$ cat src/hw/srx_pkg.sv
/*
  Package for the receiver status readout: register offsets, bit positions,
  reset values and the carrier structs.
  Assumes a 16-bit register word per address and one 20 MHz system clock.
*/
package srx_pkg;

  // register offsets
  localparam logic [7:0] OFS_INTERP   = 8'h18;
  localparam logic [7:0] OFS_RX_STATE = 8'h59;
  localparam logic [7:0] OFS_L_LOW    = 8'h5A;
  localparam logic [7:0] OFS_L_MID    = 8'h5B;
  localparam logic [7:0] OFS_L_HIGH   = 8'h5C;
  localparam logic [7:0] OFS_R_LOW    = 8'h5D;
  localparam logic [7:0] OFS_R_MID    = 8'h5E;
  localparam logic [7:0] OFS_R_HIGH   = 8'h5F;
  localparam logic [7:0] OFS_IN_CTRL  = 8'h30;

  // bit positions
  localparam int BIT_MUTE_STATE  = 2;
  localparam int BIT_SEL_REPORT  = 3;
  localparam int BIT_BURST_SEEN  = 2;
  localparam int BIT_BIPHASE_ERR = 1;
  localparam int BIT_LOCKED      = 0;
  localparam int BIT_SEL_CTRL    = 0;
  localparam int BIT_AUTOMUTE_EN = 2;
  localparam int CS_CONSUMER_BIT = 0;

  // reset values of the host-written controls
  localparam logic RST_SEL_CTRL    = 1'b0;
  localparam logic RST_AUTOMUTE_EN = 1'b1;

  // channel-status block geometry
  localparam int           CS_BITS = 40;
  localparam logic [5:0]   CS_LAST = 6'h27;

  // decoder condition flags, same clock domain
  typedef struct packed {
    logic locked;
    logic biphase_err;
    logic burst_seen;
  } srx_rx_flags_t;

  // one recovered channel-status bit from the decoder
  typedef struct packed {
    logic valid;
    logic block_start;
    logic right;
    logic chan_status_bit;
  } srx_cs_beat_t;

endpackage

$ cat src/hw/srx_cs_collector.sv
/*
  Collects the 40 channel-status bits of one subframe and commits them as
  a whole block when its consumer bit is zero. Assumes beats come from
  decoder logic on the same clock.
*/
module srx_cs_collector (
  input  wire logic                      i_clk_sys,  // system clock
  input  wire logic                      i_rst_n,    // sync reset, low
  input  wire srx_pkg::srx_cs_beat_t     i_beat,     // bit for this channel
  output logic [srx_pkg::CS_BITS-1:0]    o_block,    // last whole consumer block
  output logic                           o_commit    // pulse on update
);
  import srx_pkg::*;

  typedef enum logic {COL_IDLE, COL_FILL} srx_col_state_t;

  srx_col_state_t          state;
  logic [5:0]              idx;
  logic [CS_BITS-1:0]      acc;
  logic [5:0]              next_idx;
  logic [CS_BITS-1:0]      next_acc;

  // bit n lands at position n, so every field keeps its place
  always_comb begin
    next_idx = i_beat.block_start ? 6'h00 : idx;
    next_acc = acc;
    // an index past the block (idle after bit 39) writes nothing
    if (next_idx < 6'(CS_BITS)) begin
      next_acc[next_idx] = i_beat.chan_status_bit;
    end
  end

  // a start bit always resynchronises, even mid block
  always_ff @(posedge i_clk_sys) begin
    if (!i_rst_n) begin
      state <= COL_IDLE;
      idx   <= 6'h00;
      acc   <= '0;
    end else if (i_beat.valid) begin
      case (state)
        COL_IDLE: begin
          if (i_beat.block_start) begin
            acc   <= next_acc;
            idx   <= 6'h01;
            state <= COL_FILL;
          end
        end
        COL_FILL: begin
          acc <= next_acc;
          idx <= next_idx + 6'h01;
          if (next_idx == CS_LAST) begin
            state <= COL_IDLE;
          end
        end
        default: state <= COL_IDLE;
      endcase
    end
  end

  // commit only full consumer blocks; a torn block is never visible
  always_ff @(posedge i_clk_sys) begin
    if (!i_rst_n) begin
      o_block  <= '0;
      o_commit <= 1'b0;
    end else begin
      o_commit <= 1'b0;
      if (i_beat.valid && state == COL_FILL && next_idx == CS_LAST
          && !next_acc[CS_CONSUMER_BIT]) begin
        o_block  <= next_acc;
        o_commit <= 1'b1;
      end
    end
  end
endmodule

$ cat src/hw/srx_status_readout.sv
/*
  Status readout of the serial audio receiver: mute state, receiver state,
  input selection and the captured left/right channel-status blocks, read
  through a simple addressed register port. Also holds the host-written
  input-select and burst auto-mute controls.
  Assumes decoder flags and status bits arrive on i_clk_sys; the two audio
  input pins are asynchronous and are synchronised here. A read is answered
  one edge after its strobe and the word then stands until the next read.
  Status flags are live levels, not sticky: a host that must catch a short
  burst or bit error has to poll faster than the event lasts.
*/
module srx_status_readout (
  input  wire logic                  i_clk_sys,     // 20 MHz system clock
  input  wire logic                  i_rst_n,       // sync reset, low
  input  wire logic                  i_audio_input_a, // first audio pin
  input  wire logic                  i_audio_input_b, // second audio pin
  input  wire srx_pkg::srx_rx_flags_t i_rx,         // decoder flags
  input  wire srx_pkg::srx_cs_beat_t i_cs,          // channel-status bits
  input  wire logic                  i_mute_done,   // mute sequence done
  input  wire logic                  i_rd_en,       // read strobe
  input  wire logic [7:0]            i_rd_addr,     // read address
  input  wire logic                  i_wr_en,       // write strobe
  input  wire logic [7:0]            i_wr_addr,     // write address
  input  wire logic [15:0]           i_wr_data,     // write data
  output logic [15:0]                o_rd_data,     // read data
  output logic                       o_rd_valid,    // read data valid
  output logic                       o_slicer_in,   // selected stream
  output logic                       o_automute_req // mute request
);
  import srx_pkg::*;

  logic [1:0]          pin_s1;
  logic [1:0]          pin_s2;
  logic                input_select_ctrl;
  logic                burst_automute_enable;
  logic                mute_state;
  logic                input_select_report;
  srx_rx_flags_t       rx_q;
  logic [CS_BITS-1:0]  cs_blk [2];
  logic [1:0]          cs_commit;
  logic [15:0]         next_rd_data;

  // write decode of the control word; shared by the register and its checks
  function automatic logic ctrl_hit(input logic en, input logic [7:0] addr);
    return en && (addr == OFS_IN_CTRL);
  endfunction

  // one 16-bit register word out of a 40-bit status block; the top word
  // carries bits 39..32 only, so its upper byte always reads zero
  function automatic logic [15:0] cs_part(input logic [CS_BITS-1:0] blk,
                                          input logic [1:0]         part);
    logic [15:0] w;
    case (part)
      2'h0:    w = blk[15:0];
      2'h1:    w = blk[31:16];
      2'h2:    w = {8'h00, blk[39:32]};
      default: w = 16'h0000;
    endcase
    return w;
  endfunction

  // two-stage synchronisers on the asynchronous audio pins
  always_ff @(posedge i_clk_sys) begin
    if (!i_rst_n) begin
      pin_s1 <= 2'h0;
      pin_s2 <= 2'h0;
    end else begin
      pin_s1 <= {i_audio_input_b, i_audio_input_a};
      pin_s2 <= pin_s1;
    end
  end

  // host-written input control; reserved bits are dropped, so a read-back
  // shows only the two controls and never stale reserved values
  always_ff @(posedge i_clk_sys) begin
    if (!i_rst_n) begin
      input_select_ctrl     <= RST_SEL_CTRL;
      burst_automute_enable <= RST_AUTOMUTE_EN;
    end else if (ctrl_hit(i_wr_en, i_wr_addr)) begin
      input_select_ctrl     <= i_wr_data[BIT_SEL_CTRL];
      burst_automute_enable <= i_wr_data[BIT_AUTOMUTE_EN];
    end
  end

  // slicer input mux, after the synchronisers only
  always_ff @(posedge i_clk_sys) begin
    if (!i_rst_n) begin
      o_slicer_in <= 1'b0;
    end else begin
      o_slicer_in <= input_select_ctrl ? pin_s2[1] : pin_s2[0];
    end
  end

  // auto-mute request to the mute sequencer
  always_ff @(posedge i_clk_sys) begin
    if (!i_rst_n) begin
      o_automute_req <= 1'b0;
    end else begin
      o_automute_req <= burst_automute_enable & i_rx.burst_seen;
    end
  end

  // live status flags; levels, so no sticky behaviour
  // select report trails the control by one edge, as the slicer mux does
  always_ff @(posedge i_clk_sys) begin
    if (!i_rst_n) begin
      mute_state          <= 1'b0;
      rx_q                <= '0;
      input_select_report <= RST_SEL_CTRL;
    end else begin
      mute_state          <= i_mute_done;
      rx_q                <= i_rx;
      input_select_report <= input_select_ctrl;
    end
  end

  // one collector per subframe, routed by the right-channel flag
  // the start marker goes to both; only the gated valid makes it count
  for (genvar g = 0; g < 2; g++) begin : g_chan
    srx_cs_collector u_col (
      .i_clk_sys (i_clk_sys),
      .i_rst_n   (i_rst_n),
      .i_beat    (srx_cs_beat_t'{valid:           i_cs.valid && (i_cs.right == (g == 1)),
                                 block_start:     i_cs.block_start,
                                 right:           i_cs.right,
                                 chan_status_bit: i_cs.chan_status_bit}),
      .o_block   (cs_blk[g]),
      .o_commit  (cs_commit[g])
    );
  end

  // read mux; unmapped offsets and reserved bits read zero
  always_comb begin
    next_rd_data = 16'h0000;
    case (i_rd_addr)
      OFS_INTERP: begin
        next_rd_data[BIT_MUTE_STATE] = mute_state;
      end
      OFS_RX_STATE: begin
        next_rd_data[BIT_SEL_REPORT]  = input_select_report;
        next_rd_data[BIT_BURST_SEEN]  = rx_q.burst_seen;
        next_rd_data[BIT_BIPHASE_ERR] = rx_q.biphase_err;
        next_rd_data[BIT_LOCKED]      = rx_q.locked;
      end
      OFS_L_LOW:  next_rd_data = cs_part(cs_blk[0], 2'h0);
      OFS_L_MID:  next_rd_data = cs_part(cs_blk[0], 2'h1);
      OFS_L_HIGH: next_rd_data = cs_part(cs_blk[0], 2'h2);
      OFS_R_LOW:  next_rd_data = cs_part(cs_blk[1], 2'h0);
      OFS_R_MID:  next_rd_data = cs_part(cs_blk[1], 2'h1);
      OFS_R_HIGH: next_rd_data = cs_part(cs_blk[1], 2'h2);
      OFS_IN_CTRL: begin
        next_rd_data[BIT_SEL_CTRL]    = input_select_ctrl;
        next_rd_data[BIT_AUTOMUTE_EN] = burst_automute_enable;
      end
      default: next_rd_data = 16'h0000;
    endcase
  end

  // read answer one cycle after the strobe; data held until next read
  always_ff @(posedge i_clk_sys) begin
    if (!i_rst_n) begin
      o_rd_data  <= 16'h0000;
      o_rd_valid <= 1'b0;
    end else begin
      o_rd_valid <= i_rd_en;
      if (i_rd_en) begin
        o_rd_data <= next_rd_data;
      end
    end
  end
endmodule

$ cat config.mk
export PLATFORM = sky130hd
export DESIGN_NAME = srx_status_readout
export DESIGN_NICKNAME = d
export VERILOG_FILES = /design/src/hw/srx_pkg.sv /design/src/hw/srx_cs_collector.sv /design/src/hw/srx_status_readout.sv
export SDC_FILE = /design/constraint.sdc
export NUM_CORES = 1
export LEC_CHECK = 0
export ABC_AREA = 1
export BUFFER_PORTS_ARGS = -buffer_cell sky130_fd_sc_hd__buf_2
export CORE_ASPECT_RATIO = 0.7
export CORE_UTILIZATION = 30
export CTS_BUF_LIST = sky130_fd_sc_hd__clkbuf_4
export DETAILED_ROUTE_END_ITERATION = 16
export PLACE_DENSITY_LB_ADDON = 0.08
export SYNTH_ARGS = -nofsm -noshare
export SYNTH_HDL_FRONTEND = slang
export SYNTH_HIERARCHICAL = 1
export SYNTH_SLANG_ARGS = --single-unit
export TNS_END_PERCENT = 1
$ cat constraint.sdc
create_clock -name i_clk_sys -period 2.9 [get_ports i_clk_sys]
set_input_delay 0.725 -clock i_clk_sys [delete_from_list [all_inputs] [get_ports i_clk_sys]]
set_output_delay 0.725 -clock i_clk_sys [all_outputs]
set_load 0.005 [all_outputs]
== Word level (Yosys, flattened, before mapping) ==
Cells that the tools add are included.
Word-level totals
  output and inout port bits: 19
  memory bits (writable): 0
  memories kept: 0
  ROM bits: 0
  register bits: 204
  word-level logic and storage cells: 90
  bits in latches: 0
  bits of input ports: 46
Cells by class
  div/mod/pow operators: 0
  muxes and demuxes: 28
  reductions and logical operators: 15
  $lt $le $gt $ge: 6
  shift-type cells: 0
  add/sub/neg operators: 2
  equal/unequal tests: 14
  bitwise logic cells: 4
  multipliers: 0
Operators with widths (number)
  40-bit 2-to-1 mux: 4
  40-bit one-hot mux with 2 select lines: 2
  40-bit bitwise mux: 2
  12-bit one-hot mux with 6 select lines: 1
  8-bit by 7-bit == test with 1-bit output, second input constant: 7
  6-bit one-hot mux with 2 select lines: 2
  6-bit 2-to-1 mux: 3
  8-bit by 6-bit == test with 1-bit output, second input constant: 2
  6-bit by 7-bit < comparator with 1-bit output, second input constant: 2
  1-bit one-hot mux with 7 select lines: 2
  6-bit by 1-bit adder with 6-bit output, second input constant: 2
  1-bit demux with 6-bit select: 2
  6-bit == test, second input constant: 2
  6-bit by 1-bit >= comparator with 1-bit output, second input constant: 2
  6-bit < comparator, second input constant: 2
  1-bit logical AND: 11
  1-bit one-hot mux with 9 select lines: 1
  8-bit by 5-bit == test with 1-bit output, second input constant: 1
  1-bit one-hot mux with 8 select lines: 1
  1-bit 2-to-1 mux: 6
  2-bit != test, second input constant: 2
  1-bit one-hot mux with 2 select lines: 2
  2-bit AND reduction: 2
  1-bit NOT: 3
  2 further kinds: 3

== Logic depth before layout (Yosys ltp) ==
  depth after elaboration: 9
  depth in mapped cells: 12
  mapped depth without buffers: 11

== Cells and area by module ==
Netlist, hierarchy kept.
Modules (own cells, without submodules)
  srx_cs_collector at g_chan[1].u_col: instances 1, cells an instance 694, seq. area each 1761.7 um^2, area each 4454.3 um^2
  srx_cs_collector at g_chan[0].u_col: instances 1, cells an instance 659, seq. area each 1761.7 um^2, area each 4272.8 um^2
  srx_status_readout: instances 1, cells an instance 329, seq. area each 600.6 um^2, area each 1888.1 um^2

== Worst setup path before layout ==
OpenSTA, ideal clock, no wires.
  kind: input port to flip-flop
  start: input port i_cs[2] in the netlist's numbering
  end: register g_chan[0].u_col/o_block[27] in the netlist's numbering
  stages: 9
  required time: 2787 ps
  buffers on the path: 2
  arrival time: 2134 ps
  setup slack: 653 ps
  library setup time: 113 ps
  cells stage by stage: nor2_1 ha_1 nand3_1 nor3_2 nand2_2 buf_6 buf_6 nor2_1 nor2_1
Between the ends
  longest elaborated chain between the ends: 9
  elaborated cells on any way between the ends: 13
  those cells by class: order compare (3); eq/ne (1); mux (5); reduce/logical (4)
Ends and longest elaborated chain
  start, declared: line srx_status_readout.sv:18  | input wire srx_pkg::srx_cs_beat_t i_cs,
  6-bit 2-to-1 mux *: line srx_cs_collector.sv:25  | next_idx = i_beat.block_start ? 6'h00 : idx;
  6-bit by 7-bit < comparator with 1-bit output (implied by the code) / 6-bit by 1-bit >= comparator with 1-bit output (equally long branches): line srx_cs_collector.sv:29  | next_acc[next_idx] = i_beat.chan_status_bit;
  1-bit logical AND (implied by the code): line srx_cs_collector.sv:29
  1-bit 2-to-1 mux (implied by the code): line srx_cs_collector.sv:29
  1-bit demux with 6-bit select
  40-bit bitwise mux: line srx_cs_collector.sv:29
  40-bit 2-to-1 mux: line srx_cs_collector.sv:28  | if (next_idx < 6'(CS_BITS)) begin
  1-bit zero test: line srx_cs_collector.sv:68  | && !next_acc[CS_CONSUMER_BIT]) begin
  1-bit logical AND: line srx_cs_collector.sv:68
  end signal, assigned: line srx_cs_collector.sv:69  | o_block <= next_acc;
  end, declared: line srx_cs_collector.sv:10  | output logic [srx_pkg::CS_BITS-1:0] o_block,
Every way passes the cells marked *; elsewhere a longest branch is shown, timed or not.
A chain may end at the register's enable or synchronous reset.

== Final worst setup path ==
  start: register g_chan[0].u_col.idx[0]
  end: register g_chan[0].u_col/o_block[6] in the netlist's numbering
Between the ends
  longest elaborated chain between the ends: 9
  elaborated cells on any way between the ends: 13
  those cells by class: order compare (3); eq/ne (1); mux (5); reduce/logical (4)
Ends and longest elaborated chain
  start, declared: line srx_cs_collector.sv:18  | logic [5:0] idx;
  start signal, assigned: line srx_cs_collector.sv:50  | idx <= next_idx + 6'h01;
  6-bit 2-to-1 mux *: line srx_cs_collector.sv:25
  6-bit by 7-bit < comparator with 1-bit output (implied by the code) / 6-bit by 1-bit >= comparator with 1-bit output (equally long branches): line srx_cs_collector.sv:29
  1-bit logical AND (implied by the code): line srx_cs_collector.sv:29
  1-bit 2-to-1 mux (implied by the code): line srx_cs_collector.sv:29
  1-bit demux with 6-bit select
  40-bit bitwise mux: line srx_cs_collector.sv:29
  40-bit 2-to-1 mux: line srx_cs_collector.sv:28
  1-bit zero test: line srx_cs_collector.sv:68
  1-bit logical AND: line srx_cs_collector.sv:68
Marks and branches as above.

==> results.yml <==
status:
  status: "finished, final reports clean"
critical_path:
  critPathMaxStageDelay_ns: 0.45
  crit_top_cell: "nor2_1"
  critPathLaunchType: "flip-flop"
  cp_slowest_cell: "dfxtp_1"
  crit_arrival_ns: 2.79
  path_class: "flip-flop to flip-flop"
  r2r-start: "g_chan[0].u_col/idx[0]"
  crit_family: "simple AND/OR/NAND/NOR gates"
  startpoint: "g_chan[0].u_col/idx[0]"
  path_buf_inv: 2
  end_kind: "flip-flop"
  path_max_fanout: 68
  worst_ep_required_time_ns: 3.51
  crit_chain: "inv_1 -> nor2_1 -> ha_1 -> nand3_1 -> nor3_2 -> nand2_2 -> buf_12 -> nor2_1 -> nor2_1"
sta:
  max_freq_ghz: 0.459
  finalHoldViolCount: 0
  rsz0062_at_grt: "no"
  tightestPinTransition_ns: 0.676
  finalSetupViolations: 0
  clock_skew_ns: 0.0477
  fin_ws_ns: 0.721
  drv_slew: 0
  maxSlewHeadroom_pct: 54.4
  hold_ws_ns: 0.194
  fin_crit_sh_pct: 75.1
  setup_tns_ns: 0
  fin_crit_ns: 2.18
clock_tree:
  cts_resized: 0
  clkTransAtPathRegs_ns: 0.07
  post_cts_buffers: 0
  clock_path_buffers: 3
  cts_root_buffer: "clkbuf_4"
  cts_tree: "yes"
  ctsHoldBuffers: 0
  htree_levels: 2
  clock_latency_ns: 0.73
  cts_made_buffers: 57
  cts_sinks: 204
power:
  ir_drop_mv: 0.215
  p_total_w: 0.00614
  power_density_nw_per_um2: 503
  leakage_nw: 6.35
drt:
  drc: 0
  wire_per_inst_um: 14.2
  drt_first_iter_violations: 669
  wl_mm: 32.4
  vias: 10000
  first_pass_iters: 5
  ant_nets: 0
  via_per_inst: 4.41
cells_and_area:
  nNetsFinal: 1808
  layoutNonFillerInstCount: 2277
  syn_to_final_growth_pct: 15.6
  drive_gt1_share_pct: 13.4
yosys:
  syn_avg_cell_area_um2: 6.30
  synth_area_um2: 10600
  synthCells: 1678
  yosys_warnings: 6
  synth_nets: 1725
placed_design:
  gp_congestion: 0.776
  pre_cts_ws_ns: 0.265
  io_buffers: 50
  post-place-cells: 2174
  hpwl_mm: 22.0
floorplanning:
  start_util_pct: 30.5
  core_um2: 34700
  dieHeight_um: 159
  die-area_um2: 36000
  rows: 57
  die_w_um: 226
  io_pins: 65
global_routing:
  grt_pass1_wl_mm: 51.8
  grt_max_degree: 86
  antenna_found_initial: 1
  grt_pass1_vias: 9664
  gr-usage-all-layers_pct: 18.4
  grt_overflow: 0
run:
  maxCapViolCount: 0
min_path:
  min_path_type: "input port to flip-flop"
  hold_start: "i_audio_input_a"
## state kept, by name (all words and copies together), names as in the netlist
register / count
mute_state: 1
g_chan.u_col/acc: 80
g_chan.u_col/idx: 12
pin_s2: 2
g_chan.u_col/state: 2
o_automute_req: 1
input_select_ctrl: 1
input_select_report: 1
burst_automute_enable: 1
rx_q: 3
g_chan.u_col/o_block: 80
o_rd_data: 16
pin_s1: 2
o_slicer_in: 1
o_rd_valid: 1
## worst reg2reg max path: cells and delay by family, from the launching register on
kind / cells / cell delay, ns
flip-flops: 1 / 0.45
adder cells (fa/ha/maj): 1 / 0.23
buffers and inverters: 2 / 0.32
AND/OR/NAND/NOR: 6 / 1.11
## final timing paths
check	end	slack, ns	cells after the start
max	g_chan[0].u_col/o_block[6]	0.72	9
min	pin_s1[0]	0.19	3
max reg2reg	g_chan[0].u_col/o_block[6]	0.72	9
min reg2reg	pin_s2[0]	0.41	2
## power by group
part	total (W)	switching, W	internal (W)	leakage [nW]
Clock	0.00275	0.00129	0.00145	0.439
Combinational	0.000471	0.000312	0.000159	4.25
Sequential	0.00293	0.0000407	0.00289	1.66
## per-layer routing
| layer | up-vias | track usage [%] | wire [um] |
|---|---|---|---|
| met5 | - | 0 | 0 |
| met4 | 0 | 5.22 | 625 |
| met3 | 54 | 3.69 | 1680 |
| met2 | 176 | 26.1 | 12700 |
| met1 | 4473 | 27.6 | 17400 |
| li1 | 5331 | - | - |
## cell type report
type                       instances  area (um2)
fill                            3925       22400
multi-input combinational       1120        5080
sequential                       204        4080
inverter                         281        1050
clock buffer                      88         661
timing repair buffer              97         659
tap                              472         591
clock inverter                    14        78.8
antenna                            1        2.50
## placed cells by master, fill, tap and decap left out
| cell type | count |
|---|---|
| nand2_1 | 531 |
| nand3_1 | 103 |
| bufinv_16 | 1 |
| clkbuf_4 | 88 |
| buf_2 | 49 |
| dfxtp_1 | 204 |
| o21ai_2 | 1 |
| o21ai_0 | 121 |
| clkinv_1 | 13 |
| o21ai_1 | 13 |
| nor2_4 | 8 |
| a21o_1 | 1 |
| nand2_2 | 13 |
| o21bai_1 | 52 |
| buf_12 | 4 |
| nand2_4 | 2 |
| inv_2 | 13 |
| diode_2 | 1 |
| a211oi_1 | 1 |
| buf_6 | 1 |
| nor3_2 | 2 |
| o211ai_1 | 26 |
| ha_1 | 1 |
| nand3_4 | 2 |
| nor2_2 | 13 |
| a21oi_1 | 32 |
| nor2_8 | 2 |
| nor3_1 | 5 |
| inv_1 | 268 |
| xor2_1 | 2 |
| buf_4 | 43 |
| nor2_1 | 189 |
## through the flow
stage          area (um2)  util [%]
6_report            12200      35.2
5_1_grt             12200      35.2
4_1_cts             12200      35.2
3_5_place_dp        11500      33.1
3_3_place_gp        11500      33.1
2_1_floorplan       10600         -
Note: power is estimated with default switching activity, not from simulation.
